## config.mk

```make
export PLATFORM = sky130hd
export DESIGN_NAME = video_window_timing_measure
export DESIGN_NICKNAME = d
export VERILOG_FILES = /design/src/core/video_timing_pkg.sv /design/src/core/pin_sync_edge.sv /design/src/core/porch_min_tracker.sv /design/src/core/video_window_timing_measure.sv
export SDC_FILE = /design/constraint.sdc
export NUM_CORES = 1
export LEC_CHECK = 0
export ABC_CLOCK_PERIOD_IN_PS = 4300
export BUFFER_PORTS_ARGS = -buffer_cell sky130_fd_sc_hd__buf_2
export CORE_ASPECT_RATIO = 0.5
export CORE_MARGIN = 3
export CORE_UTILIZATION = 55
export CTS_BUF_LIST = sky130_fd_sc_hd__clkbuf_8
export DETAILED_ROUTE_END_ITERATION = 6
export PLACE_DENSITY = 0.74
export SLEW_MARGIN = 0
export SYNTH_ARGS = -nofsm -noshare
export SYNTH_HDL_FRONTEND = slang
export SYNTH_SLANG_ARGS = --single-unit
```

## constraint.sdc

```tcl
create_clock -name mclk -period 4.3 [get_ports mclk]
set_clock_uncertainty 0.05 [all_clocks]
set_input_delay 0 -clock mclk [delete_from_list [all_inputs] [get_ports mclk]]
set_output_delay 0 -clock mclk [all_outputs]
set_load 0.005 [all_outputs]
```

## src/core/video_timing_pkg.sv

```systemverilog
// constants shared by the window generator and the timing measurer
package video_timing_pkg;

   // ****************************************************************
   // register offsets
   // ****************************************************************
   localparam logic [7:0] ADDR_CONTROL          = 8'h00;
   localparam logic [7:0] ADDR_EMPHASIS         = 8'h0B;
   localparam logic [7:0] ADDR_HWIN_START_LO    = 8'h0F;
   localparam logic [7:0] ADDR_HWIN_START_HI    = 8'h10;
   localparam logic [7:0] ADDR_HWIN_LENGTH_LO   = 8'h11;
   localparam logic [7:0] ADDR_HWIN_LENGTH_HI   = 8'h12;
   localparam logic [7:0] ADDR_VWIN_START_LO    = 8'h13;
   localparam logic [7:0] ADDR_VWIN_START_HI    = 8'h14;
   localparam logic [7:0] ADDR_VWIN_LENGTH_LO   = 8'h15;
   localparam logic [7:0] ADDR_VWIN_LENGTH_HI   = 8'h16;
   localparam logic [7:0] ADDR_H_FRONT_LO       = 8'h17;
   localparam logic [7:0] ADDR_H_FRONT_HI       = 8'h18;
   localparam logic [7:0] ADDR_H_PULSE_LO       = 8'h19;
   localparam logic [7:0] ADDR_H_PULSE_HI       = 8'h1A;
   localparam logic [7:0] ADDR_H_BACK_LO        = 8'h1B;
   localparam logic [7:0] ADDR_H_BACK_HI        = 8'h1C;
   localparam logic [7:0] ADDR_V_FRONT_LO       = 8'h1D;
   localparam logic [7:0] ADDR_V_FRONT_HI       = 8'h1E;
   localparam logic [7:0] ADDR_V_PULSE          = 8'h1F;
   localparam logic [7:0] ADDR_V_BACK_LO        = 8'h20;
   localparam logic [7:0] ADDR_V_BACK_HI        = 8'h21;
   localparam logic [7:0] ADDR_PREV_V_FRONT_LO  = 8'h22;
   localparam logic [7:0] ADDR_PREV_V_FRONT_HI  = 8'h23;
   localparam logic [7:0] ADDR_PREV_V_PULSE     = 8'h24;

   // ****************************************************************
   // field positions and reset values
   // ****************************************************************
   localparam int          CTRL_VD_ENABLE_BIT   = 3;
   localparam int          CTRL_HREF_SEL_BIT    = 6;
   localparam int          CTRL_VD_RESET_BIT    = 7;
   localparam int          EMPH_INSIDE_SEL_BIT  = 7;
   localparam logic [7:0]  CONTROL_RESET        = 8'h00;
   localparam logic [7:0]  EMPHASIS_RESET       = 8'h00;
   localparam logic [10:0] WIN_FIELD_RESET      = 11'h000;
   localparam logic [10:0] MEAS11_RESET         = 11'h000;
   localparam logic [9:0]  MEAS10_RESET         = 10'h000;
   localparam logic [7:0]  MEAS8_RESET          = 8'h00;
   localparam logic [11:0] COUNT_RESET          = 12'h000;
   localparam logic [11:0] COUNT_MAX            = 12'hFFF;

endpackage

```

## src/core/pin_sync_edge.sv

```systemverilog
// two-stage synchroniser for a pin with leading and trailing edge pulses
`timescale 1ns/1ps

module pin_sync_edge (
   input  wire logic mclk,
   input  wire logic reset_n,
   input  wire logic pin_in,
   output logic      level,
   output logic      lead,
   output logic      trail
);

   typedef struct packed {
      logic meta;
      logic sync;
      logic last;
   } state_s;

   state_s q;
   state_s d;

   // ****************************************************************
   // sync chain; only the second stage and later feed logic
   // ****************************************************************
   always_comb begin
      d      = q;
      d.meta = pin_in;
      d.sync = q.meta;
      d.last = q.sync;
   end

   always_ff @(posedge mclk or negedge reset_n) begin
      if (!reset_n) begin
         q <= '0;
      end else begin
         q <= d;
      end
   end

   assign level = q.sync;
   assign lead  = q.sync & ~q.last;
   assign trail = ~q.sync & q.last;

endmodule

```

## src/core/porch_min_tracker.sv

```systemverilog
// holds the smallest porch count seen since the last clear
`timescale 1ns/1ps

module porch_min_tracker (
   input  wire logic        mclk,
   input  wire logic        reset_n,
   input  wire logic        clear,
   input  wire logic        load,
   input  wire logic [10:0] candidate,
   output logic      [10:0] value
);

   typedef struct packed {
      logic        valid;
      logic [10:0] value;
   } state_s;

   state_s q;
   state_s d;

   // ****************************************************************
   // minimum update
   // ****************************************************************
   // the first sample after a clear is taken as is, since zero is the
   // cleared value and would otherwise never be beaten
   always_comb begin
      d = q;
      if (clear) begin
         d.valid = 1'b0;
         d.value = video_timing_pkg::MEAS11_RESET;
      end else if (load && (!q.valid || candidate < q.value)) begin
         d.valid = 1'b1;
         d.value = candidate;
      end
   end

   always_ff @(posedge mclk or negedge reset_n) begin
      if (!reset_n) begin
         q <= '0;
      end else begin
         q <= d;
      end
   end

   assign value = q.value;

endmodule

```

## src/core/video_window_timing_measure.sv

```systemverilog
// highlight window generator and video detect timing measurer
`timescale 1ns/1ps

// Summary of operation
// - window starts programmed pixels after horizontal reference leading edge.
// - window lasts programmed pixels; zero width disables the window.
// - window starts programmed lines after vertical sync leading edge.
// - window lasts programmed lines; zero length disables the window.
// - smallest horizontal front porch in pixels kept; zero with no video.
// - selected horizontal pulse width captured in pixels, ten bits.
// - smallest horizontal back porch kept; without video it spans rest of line.
// - smallest vertical front porch in lines kept; zero with no video.
// - vertical sync width captured in line periods, eight bits.
// - smallest vertical back porch kept; without video it spans rest of field.
// - previous field's vertical front porch kept separately; zero with no video.
// - every measured register clears to zero on video detect reset.
// - previous field's vertical sync width kept, cleared by video detect reset.
// - control bit picks horizontal sync (zero) or retrace pulse (one).
// - video detect reset bit clears measurements then returns to zero itself.
// - select bit zero puts second input inside window, first outside.
module video_window_timing_measure (
   input  wire logic       mclk,
   input  wire logic       reset_n,
   input  wire logic       hsync_in,
   input  wire logic       h_retrace_pulse_in,
   input  wire logic       vsync_in,
   input  wire logic       video_present_in,
   input  wire logic [7:0] reg_addr,
   input  wire logic [7:0] reg_wdata,
   input  wire logic       reg_wr,
   input  wire logic       reg_rd,
   output logic      [7:0] reg_rdata,
   output logic            window_active,
   output logic            source_b_select
);

   typedef struct packed {
      logic [7:0]  control;
      logic [7:0]  emphasis;
      logic [10:0] hwin_start;
      logic [10:0] hwin_length;
      logic [10:0] vwin_start;
      logic [10:0] vwin_length;
      logic [11:0] h_cnt;
      logic [11:0] v_cnt;
      logic        h_armed;
      logic        line_saw;
      logic [11:0] first_pos;
      logic [11:0] last_pos;
      logic [11:0] trail_pos;
      logic        v_armed;
      logic        field_saw;
      logic [11:0] first_line;
      logic [11:0] last_line;
      logic [11:0] trail_line;
      logic [9:0]  h_pulse_width;
      logic [7:0]  v_pulse_width;
      logic [7:0]  prev_v_pulse_width;
      logic [10:0] prev_v_front_porch;
      logic [7:0]  rdata;
      logic        win;
      logic        src_b;
   } state_s;

   state_s q;
   state_s d;

   logic        hs_lvl, hs_lead, hs_trail;
   logic        hr_lvl, hr_lead, hr_trail;
   logic        vs_lvl, vs_lead, vs_trail;
   logic        vid_lvl;
   logic        href_lvl, href_lead, href_trail;
   logic        vd_clear, vd_enable;
   logic        hfp_load, hbp_load, vfp_load, vbp_load;
   logic [10:0] hfp_cand, hbp_cand, vfp_cand, vbp_cand;
   logic [10:0] hfp_val, hbp_val, vfp_val, vbp_val;
   logic        h_in, v_in;

   // ****************************************************************
   // helpers
   // ****************************************************************
   function automatic logic [11:0] inc_sat(input logic [11:0] v);
      return (v == video_timing_pkg::COUNT_MAX) ? v : v + 12'h001;
   endfunction

   // clamped difference, saturated to the 11-bit register width
   function automatic logic [10:0] diff11(input logic [11:0] a, input logic [11:0] b);
      logic [11:0] r;
      r = (a > b) ? a - b : 12'h000;
      return r[11] ? 11'h7FF : r[10:0];
   endfunction

   function automatic logic in_range(input logic [11:0] cnt, input logic [10:0] start,
                                     input logic [10:0] len);
      return (len != 11'h000) && (cnt >= {1'b0, start}) &&
             (cnt < ({1'b0, start} + {1'b0, len}));
   endfunction

   // ****************************************************************
   // pin synchronisers
   // ****************************************************************
   pin_sync_edge u_hsync (
      .mclk    (mclk),
      .reset_n (reset_n),
      .pin_in  (hsync_in),
      .level   (hs_lvl),
      .lead    (hs_lead),
      .trail   (hs_trail)
   );

   pin_sync_edge u_hretrace (
      .mclk    (mclk),
      .reset_n (reset_n),
      .pin_in  (h_retrace_pulse_in),
      .level   (hr_lvl),
      .lead    (hr_lead),
      .trail   (hr_trail)
   );

   pin_sync_edge u_vsync (
      .mclk    (mclk),
      .reset_n (reset_n),
      .pin_in  (vsync_in),
      .level   (vs_lvl),
      .lead    (vs_lead),
      .trail   (vs_trail)
   );

   pin_sync_edge u_video (
      .mclk    (mclk),
      .reset_n (reset_n),
      .pin_in  (video_present_in),
      .level   (vid_lvl),
      .lead    (),
      .trail   ()
   );

   // switching the reference mid-line may give one bad line; the host
   // resets video detect after changing it anyway
   assign href_lvl   = q.control[video_timing_pkg::CTRL_HREF_SEL_BIT] ? hr_lvl : hs_lvl;
   assign href_lead  = q.control[video_timing_pkg::CTRL_HREF_SEL_BIT] ? hr_lead : hs_lead;
   assign href_trail = q.control[video_timing_pkg::CTRL_HREF_SEL_BIT] ? hr_trail : hs_trail;

   // detect reset acts at its write edge, so the bit never reads back as one
   assign vd_clear  = reg_wr && (reg_addr == video_timing_pkg::ADDR_CONTROL)
                      && reg_wdata[video_timing_pkg::CTRL_VD_RESET_BIT];
   assign vd_enable = q.control[video_timing_pkg::CTRL_VD_ENABLE_BIT];

   // ****************************************************************
   // porch minima
   // ****************************************************************
   always_comb begin
      hfp_cand = diff11(q.h_cnt, q.last_pos);
      hfp_load = vd_enable && href_lead && q.h_armed && q.line_saw;
      hbp_cand = q.line_saw ? diff11(q.first_pos, q.trail_pos)
                            : diff11(q.h_cnt, q.trail_pos);
      hbp_load = vd_enable && href_lead && q.h_armed;
      vfp_cand = diff11(q.v_cnt, q.last_line);
      vfp_load = vd_enable && vs_lead && q.v_armed && q.field_saw;
      vbp_cand = q.field_saw ? diff11(q.first_line, q.trail_line)
                             : diff11(q.v_cnt, q.trail_line);
      vbp_load = vd_enable && vs_lead && q.v_armed;
   end

   porch_min_tracker u_hfp (
      .mclk      (mclk),
      .reset_n   (reset_n),
      .clear     (vd_clear),
      .load      (hfp_load),
      .candidate (hfp_cand),
      .value     (hfp_val)
   );

   porch_min_tracker u_hbp (
      .mclk      (mclk),
      .reset_n   (reset_n),
      .clear     (vd_clear),
      .load      (hbp_load),
      .candidate (hbp_cand),
      .value     (hbp_val)
   );

   porch_min_tracker u_vfp (
      .mclk      (mclk),
      .reset_n   (reset_n),
      .clear     (vd_clear),
      .load      (vfp_load),
      .candidate (vfp_cand),
      .value     (vfp_val)
   );

   porch_min_tracker u_vbp (
      .mclk      (mclk),
      .reset_n   (reset_n),
      .clear     (vd_clear),
      .load      (vbp_load),
      .candidate (vbp_cand),
      .value     (vbp_val)
   );

   // ****************************************************************
   // next state
   // ****************************************************************
   always_comb begin
      d = q;
      // pixel and line counters on the pixel clock
      d.h_cnt = href_lead ? video_timing_pkg::COUNT_RESET : inc_sat(q.h_cnt);
      if (vs_lead) begin
         d.v_cnt = video_timing_pkg::COUNT_RESET;
      end else if (href_lead) begin
         d.v_cnt = inc_sat(q.v_cnt);
      end

      // video seen within the line, outside the horizontal pulse
      if (vid_lvl && !href_lvl && q.h_armed) begin
         if (!q.line_saw) begin
            d.first_pos = q.h_cnt;
         end
         d.last_pos = q.h_cnt;
         d.line_saw = 1'b1;
      end

      if (href_trail) begin
         d.trail_pos = q.h_cnt;
         d.h_armed   = 1'b1;
         if (vd_enable) begin
            d.h_pulse_width = q.h_cnt >= 12'h3FF ? 10'h3FF : q.h_cnt[9:0] + 10'h001;
         end
      end

      if (href_lead) begin
         d.line_saw = 1'b0;
         if (q.line_saw && q.v_armed) begin
            if (!q.field_saw) begin
               d.first_line = q.v_cnt;
            end
            d.last_line = q.v_cnt;
            d.field_saw = 1'b1;
         end
      end

      if (vs_trail) begin
         d.trail_line = q.v_cnt;
         d.v_armed    = 1'b1;
         if (vd_enable) begin
            d.v_pulse_width = q.v_cnt >= 12'h0FF ? 8'hFF : q.v_cnt[7:0] + 8'h01;
         end
      end

      if (vs_lead) begin
         d.field_saw = 1'b0;
         if (vd_enable && q.v_armed) begin
            d.prev_v_pulse_width = q.v_pulse_width;
            d.prev_v_front_porch = q.field_saw ? vfp_cand
                                               : video_timing_pkg::MEAS11_RESET;
         end
      end

      // video detect reset: all results and arming back to zero
      if (vd_clear) begin
         d.h_armed            = 1'b0;
         d.v_armed            = 1'b0;
         d.line_saw           = 1'b0;
         d.field_saw          = 1'b0;
         d.h_pulse_width      = video_timing_pkg::MEAS10_RESET;
         d.v_pulse_width      = video_timing_pkg::MEAS8_RESET;
         d.prev_v_pulse_width = video_timing_pkg::MEAS8_RESET;
         d.prev_v_front_porch = video_timing_pkg::MEAS11_RESET;
      end

      // window: both counters inside their ranges
      h_in  = in_range(q.h_cnt, q.hwin_start, q.hwin_length);
      v_in  = in_range(q.v_cnt, q.vwin_start, q.vwin_length);
      d.win = h_in && v_in;
      d.src_b = (h_in && v_in) ^ q.emphasis[video_timing_pkg::EMPH_INSIDE_SEL_BIT];

      // register writes, low byte then upper bits at the next address
      if (reg_wr) begin
         unique case (reg_addr)
            video_timing_pkg::ADDR_CONTROL:
               d.control = reg_wdata & ~(8'h01 << video_timing_pkg::CTRL_VD_RESET_BIT);
            video_timing_pkg::ADDR_EMPHASIS:       d.emphasis = reg_wdata;
            video_timing_pkg::ADDR_HWIN_START_LO:  d.hwin_start[7:0] = reg_wdata;
            video_timing_pkg::ADDR_HWIN_START_HI:  d.hwin_start[10:8] = reg_wdata[2:0];
            video_timing_pkg::ADDR_HWIN_LENGTH_LO: d.hwin_length[7:0] = reg_wdata;
            video_timing_pkg::ADDR_HWIN_LENGTH_HI: d.hwin_length[10:8] = reg_wdata[2:0];
            video_timing_pkg::ADDR_VWIN_START_LO:  d.vwin_start[7:0] = reg_wdata;
            video_timing_pkg::ADDR_VWIN_START_HI:  d.vwin_start[10:8] = reg_wdata[2:0];
            video_timing_pkg::ADDR_VWIN_LENGTH_LO: d.vwin_length[7:0] = reg_wdata;
            video_timing_pkg::ADDR_VWIN_LENGTH_HI: d.vwin_length[10:8] = reg_wdata[2:0];
            default: ;
         endcase
      end

      // register reads; upper unused bits read zero
      if (reg_rd) begin
         unique case (reg_addr)
            video_timing_pkg::ADDR_CONTROL:         d.rdata = q.control;
            video_timing_pkg::ADDR_EMPHASIS:        d.rdata = q.emphasis;
            video_timing_pkg::ADDR_HWIN_START_LO:   d.rdata = q.hwin_start[7:0];
            video_timing_pkg::ADDR_HWIN_START_HI:   d.rdata = {5'h00, q.hwin_start[10:8]};
            video_timing_pkg::ADDR_HWIN_LENGTH_LO:  d.rdata = q.hwin_length[7:0];
            video_timing_pkg::ADDR_HWIN_LENGTH_HI:  d.rdata = {5'h00, q.hwin_length[10:8]};
            video_timing_pkg::ADDR_VWIN_START_LO:   d.rdata = q.vwin_start[7:0];
            video_timing_pkg::ADDR_VWIN_START_HI:   d.rdata = {5'h00, q.vwin_start[10:8]};
            video_timing_pkg::ADDR_VWIN_LENGTH_LO:  d.rdata = q.vwin_length[7:0];
            video_timing_pkg::ADDR_VWIN_LENGTH_HI:  d.rdata = {5'h00, q.vwin_length[10:8]};
            video_timing_pkg::ADDR_H_FRONT_LO:      d.rdata = hfp_val[7:0];
            video_timing_pkg::ADDR_H_FRONT_HI:      d.rdata = {5'h00, hfp_val[10:8]};
            video_timing_pkg::ADDR_H_PULSE_LO:      d.rdata = q.h_pulse_width[7:0];
            video_timing_pkg::ADDR_H_PULSE_HI:      d.rdata = {6'h00, q.h_pulse_width[9:8]};
            video_timing_pkg::ADDR_H_BACK_LO:       d.rdata = hbp_val[7:0];
            video_timing_pkg::ADDR_H_BACK_HI:       d.rdata = {5'h00, hbp_val[10:8]};
            video_timing_pkg::ADDR_V_FRONT_LO:      d.rdata = vfp_val[7:0];
            video_timing_pkg::ADDR_V_FRONT_HI:      d.rdata = {5'h00, vfp_val[10:8]};
            video_timing_pkg::ADDR_V_PULSE:         d.rdata = q.v_pulse_width;
            video_timing_pkg::ADDR_V_BACK_LO:       d.rdata = vbp_val[7:0];
            video_timing_pkg::ADDR_V_BACK_HI:       d.rdata = {5'h00, vbp_val[10:8]};
            video_timing_pkg::ADDR_PREV_V_FRONT_LO: d.rdata = q.prev_v_front_porch[7:0];
            video_timing_pkg::ADDR_PREV_V_FRONT_HI: d.rdata = {5'h00, q.prev_v_front_porch[10:8]};
            video_timing_pkg::ADDR_PREV_V_PULSE:    d.rdata = q.prev_v_pulse_width;
            default:                                d.rdata = 8'h00;
         endcase
      end
   end

   // ****************************************************************
   // state register
   // ****************************************************************
   always_ff @(posedge mclk or negedge reset_n) begin
      if (!reset_n) begin
         q          <= '0;
         q.control  <= video_timing_pkg::CONTROL_RESET;
         q.emphasis <= video_timing_pkg::EMPHASIS_RESET;
      end else begin
         q <= d;
      end
   end

   assign reg_rdata       = q.rdata;
   assign window_active   = q.win;
   assign source_b_select = q.src_b;

endmodule

```

# Yosys cells after proc, flatten, opt, wreduce, memory -nomap -nowiden
# Cells that the tools add are included.
[totals]
register_bits = 265
inputBits = 24
word_cells = 234
[op_classes]
addsub = 12
magnitude_cmp = 16
n_eq_ne = 27
n_mux = 52
bitwise_logic = 15
reduce_logical = 64
[op_table]
columns = ["cell", "count"]
rows = [
  ["two-way mux 12 bit", 21],
  ["one-hot mux 8 bit (24 select lines)", 1],
  ["== test 8 x 5 -> 1 bit (second input constant)", 16],
  ["two-way mux 11 bit", 9],
  ["two-way mux 25 bit", 3],
  ["> comparator 12 bit", 6],
  ["subtractor 12 bit", 6],
  ["< comparator 11 bit", 4],
  ["== test 8 x 6 -> 1 bit (second input constant)", 5],
  ["two-way mux 19 bit", 2],
  ["two-way mux 37 bit", 1],
  ["AND reduction 2 bit", 17],
  ["two-way mux 10 bit", 3],
  ["adder 11 x 11 -> 12 bit", 2],
  ["adder 12 x 1 -> 12 bit (second input constant)", 2],
  ["== test 12 bit (second input constant)", 2],
  ["greater-or-equal comparator 12 x 11 -> 1 bit", 2],
  ["< comparator 12 bit", 2],
  ["two-way mux 8 bit", 3],
  ["nonzero test 11 bit", 2],
  ["logical AND 1 bit", 21],
  ["nonzero test 2 bit", 10],
  ["== test 8 x 4 -> 1 bit (second input constant)", 2],
  ["greater-or-equal comparator 12 x 10 -> 1 bit (second input constant)", 1],
  ["14 further kinds", 43],
]

# Depth between registers and ports, before layout
[logic_depth]
word_depth = 9
mapped_depth = 22

# By module
# Synthesis repeated with hierarchy kept, for this count alone.
[unflattened]
hier_cells = 2111
area_unflattened_um2 = 19600.0
[by_module_without_submodules]
columns = ["mod", "n_inst", "cells_each", "area_per_inst_um2", "seq_area_each_um2"]
rows = [
  ["video_window_timing_measure", 1, 1703, 15566.2, 5154.9],
  ["porch_min_tracker", 4, 97, 918.4, 300.3],
  ["pin_sync_edge", 4, 5, 90.1, 75.1],
]

# Worst setup path after synthesis
# Ideal clock, no wire load.
[synth_path]
path_type = "reg2reg"
from = "register q[135] in the netlist's numbering"
to = "register u_hbp.q, in the netlist u_hbp.value[6]"
setup_time_ps = 96
t_arrival_ps = 4198
t_required_ps = 4154
slack_ps = -43
path_stages_with_launch = 23
path_cell_list = "dfrtp_1 inv_1 ha_1 fa_1 nand2b_1 a211oi_1 nor3_2 a21oi_1 o21a_1 buf_4 a21oi_2 a221oi_1 ha_1 a21o_1 a21oi_1 o21ai_0 o2111ai_1 a21oi_1 a21boi_4 a41oi_2 buf_6 nand3_1 o31ai_1"
[synth_between]
elab_chain_len = 8
elab_cells_between_ends = 11
[synth_rtl]
columns = ["item", "line_no", "text"]
rows = [
  ["start, declared", "video_window_timing_measure.sv:65", "state_s q;"],
  ["subtractor 12 bit / > comparator 12 bit (equally long branches)", "video_window_timing_measure.sv:89", "r = (a > b) ? a - b : 12'h000;"],
  ["two-way mux 12 bit *", "video_window_timing_measure.sv:89", ""],
  ["two-way mux 11 bit *", "video_window_timing_measure.sv:90", "return r[11] ? 11'h7FF : r[10:0];"],
  ["two-way mux 11 bit *", "video_window_timing_measure.sv:155", "hbp_cand = q.line_saw ? diff11(q.first_pos, q.trail_pos)"],
  ["< comparator 11 bit", "porch_min_tracker.sv:31", "end else if (load && (!q.valid || candidate < q.value)) begin"],
  ["logical OR 1 bit", "porch_min_tracker.sv:31", ""],
  ["logical AND 1 bit", "porch_min_tracker.sv:31", ""],
  ["nonzero test 2 bit (no source line)", "--", ""],
  ["end signal, assigned", "porch_min_tracker.sv:39", "q <= '0;"],
  ["end signal, assigned", "porch_min_tracker.sv:41", "q <= d;"],
  ["end, declared", "porch_min_tracker.sv:18", "state_s q;"],
]
# Mark *: on every way between the ends. The rest lies on a longest branch, timed or not. The select of a mux whose other input is x is not followed.
# A chain may end at the register's enable or synchronous reset.

# Worst setup path in the final report
[layout_path]
from = "register q[135] in the netlist's numbering"
to = "register u_hbp.q, in the netlist u_hbp.value[7]"
# Same word-level chain as after synthesis.

==> impl_metrics.sql <==
INSERT INTO impl_metrics (metric_group, metric, value, unit) VALUES
('route', 'wl_met2', '25900', 'um'),
('route', 'detail_route.wl_per_cell', '21.9', 'um'),
('global_route', 'antenna_found_initial', '1', ''),
('logic_synthesis', 'synth.ff_latch_count', '265', ''),
('global_route', 'number_of_global_route_vias_before_repair', '15300', ''),
('die', 'die_w', '266', 'um'),
('logic_synthesis', 'synth.distinct_cells', '102', ''),
('worst_setup_path', 'timing_worst_setup_path_type', 'flip-flop to flip-flop', ''),
('clock_network', 'cts-buffers-inserted', '41', ''),
('power', 'vdd.ir_drop.worst', '0.413', 'mV'),
('route', 'dr.pass1.iters', '5', ''),
('timing', 'rsz0062_at_grt', 'true', ''),
('timing', 'maxClockFrequency', '230', 'MHz'),
('timing', 'timing.final.ws_setup', '-0.0515', 'ns'),
('logic_synthesis', 'synth_fp_nets', '2183', ''),
('route', 'ant_nets', '0', ''),
('die', 'floorplan.die.height', '136', 'um'),
('clock_network', 'clk_transition_reported_paths', '0.07', 'ns'),
('final_layout', 'final_cell_count_no_fill', '2616', ''),
('placed_design', 'worst_setup_slack_post_dpl', '-0.192', 'ns'),
('die', 'fp.dieArea', '36100', 'um^2'),
('final_layout', 'design.final.nets', '2361', ''),
('final_layout', 'most-common-layout-cells', '259 x sky130_fd_sc_hd__dfrtp_1, 164 x sky130_fd_sc_hd__inv_1, 152 x sky130_fd_sc_hd__buf_4', ''),
('worst_setup_path', 'worst-endpoint-arrival', '4.81', 'ns'),
('timing', 'fin_worst_hold_slack', '-0.0106', 'ns'),
('final_layout', 'final_layout_size_suffix_gt1_frac', '0.264', ''),
('final_layout', 'flow.area_growth_from_synthesis', '20.7', '%'),
('logic_synthesis', 'synth.cell_area', '18500', 'um^2'),
('worst_setup_path', 'crit_path_end_kind', 'flip-flop', ''),
('power', 'p_leak', '10.2', 'nW'),
('clock_network', 'tritoncts', 'yes', ''),
('logic_synthesis', 'postSynth.asyncResetShare', '1.00', ''),
('timing', 'slew_violations', '0', ''),
('logic_synthesis', 'post_synthesis_sequential_area_ratio', '0.358', ''),
('worst_setup_path', 'critical_path.startpoint_type', 'flip-flop', ''),
('route', 'wl_met3', '4350', 'um'),
('clock_network', 'max-clock-path-buffers', '3', ''),
('timing', 'max_slew.worst_pin.slew', '0.923', 'ns'),
('status', 'failing_checks', 'negative hold slack, negative setup slack', ''),
('final_layout', 'leading_cell_type_in_the_layout_fill_and_taps_excluded', 'sky130_fd_sc_hd__dfrtp_1', ''),
('logic_synthesis', 'post_synth_inst_count', '1971', ''),
('timing', 'hold_viol_final', '19', ''),
('logic_synthesis', 'synth_flop_cell', 'sky130_fd_sc_hd__dfrtp_1', ''),
('timing', 'period_minus_slack', '4.35', 'ns'),
('global_route', 'maximum_number_of_pins_on_one_net_before_global_route_repair', '114', ''),
('route', 'drc_errors', '0', ''),
('placed_design', 'dpl.hpwl', '41000', 'um'),
('global_route', 'grt_overflow_total', '0', ''),
('clock_network', 'htree_levels', '2', ''),
('clock_network', 'tritoncts_num_sinks', '265', ''),
('final_layout', 'final.fill_count', '2418', ''),
('clock_network', 'clockRootBuffer', 'sky130_fd_sc_hd__clkbuf_8', ''),
('power', 'pwrdens', '624', 'nW/um^2'),
('logic_synthesis', 'ys_warn_count', '0', ''),
('worst_hold_path', 'timing.hold.worst.class', 'input port to async pin', ''),
('logic_synthesis', 'postSynthAreaPerCell', '9.40', 'um^2'),
('worst_setup_path', 'reg2reg_slack', '-0.05', 'ns'),
('timing', 'slew-limit-headroom', '0.385', ''),
('die', 'initial_core_util', '0.572', ''),
('power', 'report.power.total', '14.0', 'mW'),
('logic_synthesis', 'synth_edf_count', '0', ''),
('route', 'dr.first_iter.drc_count', '1665', ''),
('placed_design', 'post-place-cells', '2469', ''),
('timing', 'setup_viol', '14', ''),
('die', 'std_cell_rows', '46', ''),
('worst_setup_path', 'path_max_fanout', '8', ''),
('global_route', 'grt_first_pass_wirelength', '85500', 'um'),
('route', 'num_vias', '16400', ''),
('route', 'top_layer_used', 'met4', ''),
('die', 'floorplan.core_area', '32400', 'um^2'),
('route', 'met1Wirelength', '25100', 'um'),
('clock_network', 'clk_latency', '0.60', 'ns'),
('placed_design', 'numPortBuffers', '33', ''),
('worst_setup_path', 'worst_ep_required_time', '4.75', 'ns'),
('placed_design', 'gpl.final_weighted_congestion', '0.979', ''),
('timing', 'ratio_of_final_minimum_period_to_clock_period', '1.01', ''),
('die', 'io_pins', '34', ''),
('global_route', 'gr-usage-all-layers', '0.304', ''),
('run', 'max_cap_violations', '0', ''),
('route', 'route.detailed.vias_per_inst', '6.28', ''),
('route', 'drt-total-wl', '57300', 'um'),
('status', 'run_status', 'complete, but fails checks', '');
[registers in the layout, indices dropped and copies added (netlist names)]
name / count
u_hbp.value: 11
u_video.d: 1
u_hbp.q: 1
u_vfp.value: 11
u_hretrace.d: 1
u_hfp.value: 11
u_hfp.q: 1
u_vbp.q: 1
u_vsync.q: 1
q: 196
u_hsync.d: 1
u_vfp.q: 1
u_vbp.value: 11
reg_rdata: 8
u_hretrace.q: 1
u_hretrace.level: 1
u_vsync.d: 1
u_hsync.q: 1
u_hsync.level: 1
source_b_select: 1
u_vsync.level: 1
window_active: 1
u_video.level: 1
[worst max-delay path: stages (launching register included)]
cell and delay [ns]:
sky130_fd_sc_hd__dfrtp_1 0.40, sky130_fd_sc_hd__inv_2 0.08, sky130_fd_sc_hd__ha_4 0.17, sky130_fd_sc_hd__fa_2 0.39, sky130_fd_sc_hd__nand2b_4 0.16, sky130_fd_sc_hd__a211oi_4 0.20
sky130_fd_sc_hd__nor3_2 0.09, sky130_fd_sc_hd__a21oi_2 0.18, sky130_fd_sc_hd__o21a_2 0.22, sky130_fd_sc_hd__buf_6 0.15, sky130_fd_sc_hd__buf_4 0.12, sky130_fd_sc_hd__nand2_1 0.08
sky130_fd_sc_hd__a221oi_4 0.31, sky130_fd_sc_hd__ha_1 0.30, sky130_fd_sc_hd__nand4_1 0.08, sky130_fd_sc_hd__nor2_1 0.06, sky130_fd_sc_hd__a2111oi_2 0.25, sky130_fd_sc_hd__a21oi_2 0.11
sky130_fd_sc_hd__a21boi_4 0.16, sky130_fd_sc_hd__a41oi_4 0.30, sky130_fd_sc_hd__clkbuf_16 0.23, sky130_fd_sc_hd__nand3_2 0.07, sky130_fd_sc_hd__o31ai_1 0.09
[final timing paths]
kind,endpoint,cells past startpoint,from
min in group mclk,u_vsync.d[1],2,vsync_in
setup reg to reg,u_hbp.value[7],22,q[135]
hold reg to reg,u_hsync.level,0,u_hsync.d[1]
setup / recovery,u_hbp.value[7],22,q[135]
max in group asynchronous,q[129],3,reset_n
hold / removal,q[89],2,reset_n
[where the power goes]
part	switching (mW)	leakage, nW	internal, mW
Sequential	0.399	3.38	2.86
Clock	1.11	0.479	1.18
Combinational	4.40	6.33	4.01
[routing by layer]
metal,up-vias,track usage
met5,-,0
met4,0,0.112
met3,142,0.0512
met2,641,0.479
met1,8145,0.425
li1,7510,-
[synth_stat cells, types with 9 or more instances]
cell type,n,area [um^2]
sky130_fd_sc_hd__o31ai_1,22,165
sky130_fd_sc_hd__buf_1,16,60.1
sky130_fd_sc_hd__nand2_1,141,529
sky130_fd_sc_hd__o22ai_1,17,106
sky130_fd_sc_hd__dfrtp_1,265,6630
sky130_fd_sc_hd__xor2_1,51,447
sky130_fd_sc_hd__mux2i_1,14,140
sky130_fd_sc_hd__o21a_1,19,143
sky130_fd_sc_hd__nor2_1,134,503
sky130_fd_sc_hd__inv_1,159,597
sky130_fd_sc_hd__and2_1,9,56.3
sky130_fd_sc_hd__nand2b_1,29,181
sky130_fd_sc_hd__a221oi_2,10,150
sky130_fd_sc_hd__and3_1,19,119
sky130_fd_sc_hd__ha_1,180,2250
sky130_fd_sc_hd__a21oi_1,114,571
sky130_fd_sc_hd__nor3_1,32,160
sky130_fd_sc_hd__a22o_1,10,87.6
sky130_fd_sc_hd__a22oi_1,27,203
sky130_fd_sc_hd__o31ai_2,10,125
sky130_fd_sc_hd__mux2_2,92,1040
sky130_fd_sc_hd__a221oi_1,28,245
sky130_fd_sc_hd__buf_4,11,82.6
sky130_fd_sc_hd__a211oi_1,21,158
sky130_fd_sc_hd__o21ai_0,106,531
sky130_fd_sc_hd__nor2b_1,20,125
sky130_fd_sc_hd__nand3_1,73,365
sky130_fd_sc_hd__buf_2,15,75.1
sky130_fd_sc_hd__o21bai_1,17,128
sky130_fd_sc_hd__nand4_1,27,169
sky130_fd_sc_hd__a21o_1,29,218
sky130_fd_sc_hd__xnor2_1,41,359
sky130_fd_sc_hd__o21ai_1,13,65.1
sky130_fd_sc_hd__clkbuf_1,43,161
sky130_fd_sc_hd__nor4_1,9,56.3
[cell families after synthesis]
group | share of synthesized area
compound gates | 0.204
xor+xnor | 0.0435
fa+ha+maj | 0.130
buf+inv | 0.0560
flops | 0.358
mux | 0.0683
simple gates | 0.140
[timing repair]
item / 4_1_cts / 5_1_grt
hold buffers: 16 / 0
setup buffers: 9 / 40
pin swaps: 14 / 81
endpoints found under the setup margin: 32 / 46
cloned: 1 / 6
gates resized for setup: 38 / 179
endpoints found under the hold margin: 181 / 0
[area by class of cell]
cell class	count	area (um^2)	share of cell area
Clock inverter	24	164	0.00733
Sequential cell	265	6640	0.297
Clock buffer	50	688	0.0308
Multi-Input combinational cell	1457	11900	0.532
Timing Repair Buffer	225	1820	0.0814
Inverter	159	597	0.0267
Antenna cell	4	10.0	0.000448
Tap cell	432	541	0.0242
[stage by stage]
stage                util  instance area, um^2  hold WS (ns)  TNS, ns
CTS                 0.652                21100       0.00226        0
global route        0.690                22400        0.0186    -5.53
global placement    0.611                19800        0.0593   -0.488
detailed placement  0.611                19800        0.0651    -1.56
finish              0.690                22400       -0.0106   -0.230
floorplan               -                18500        -0.346        0
No activity file was read; power rests on OpenSTA's default activity.
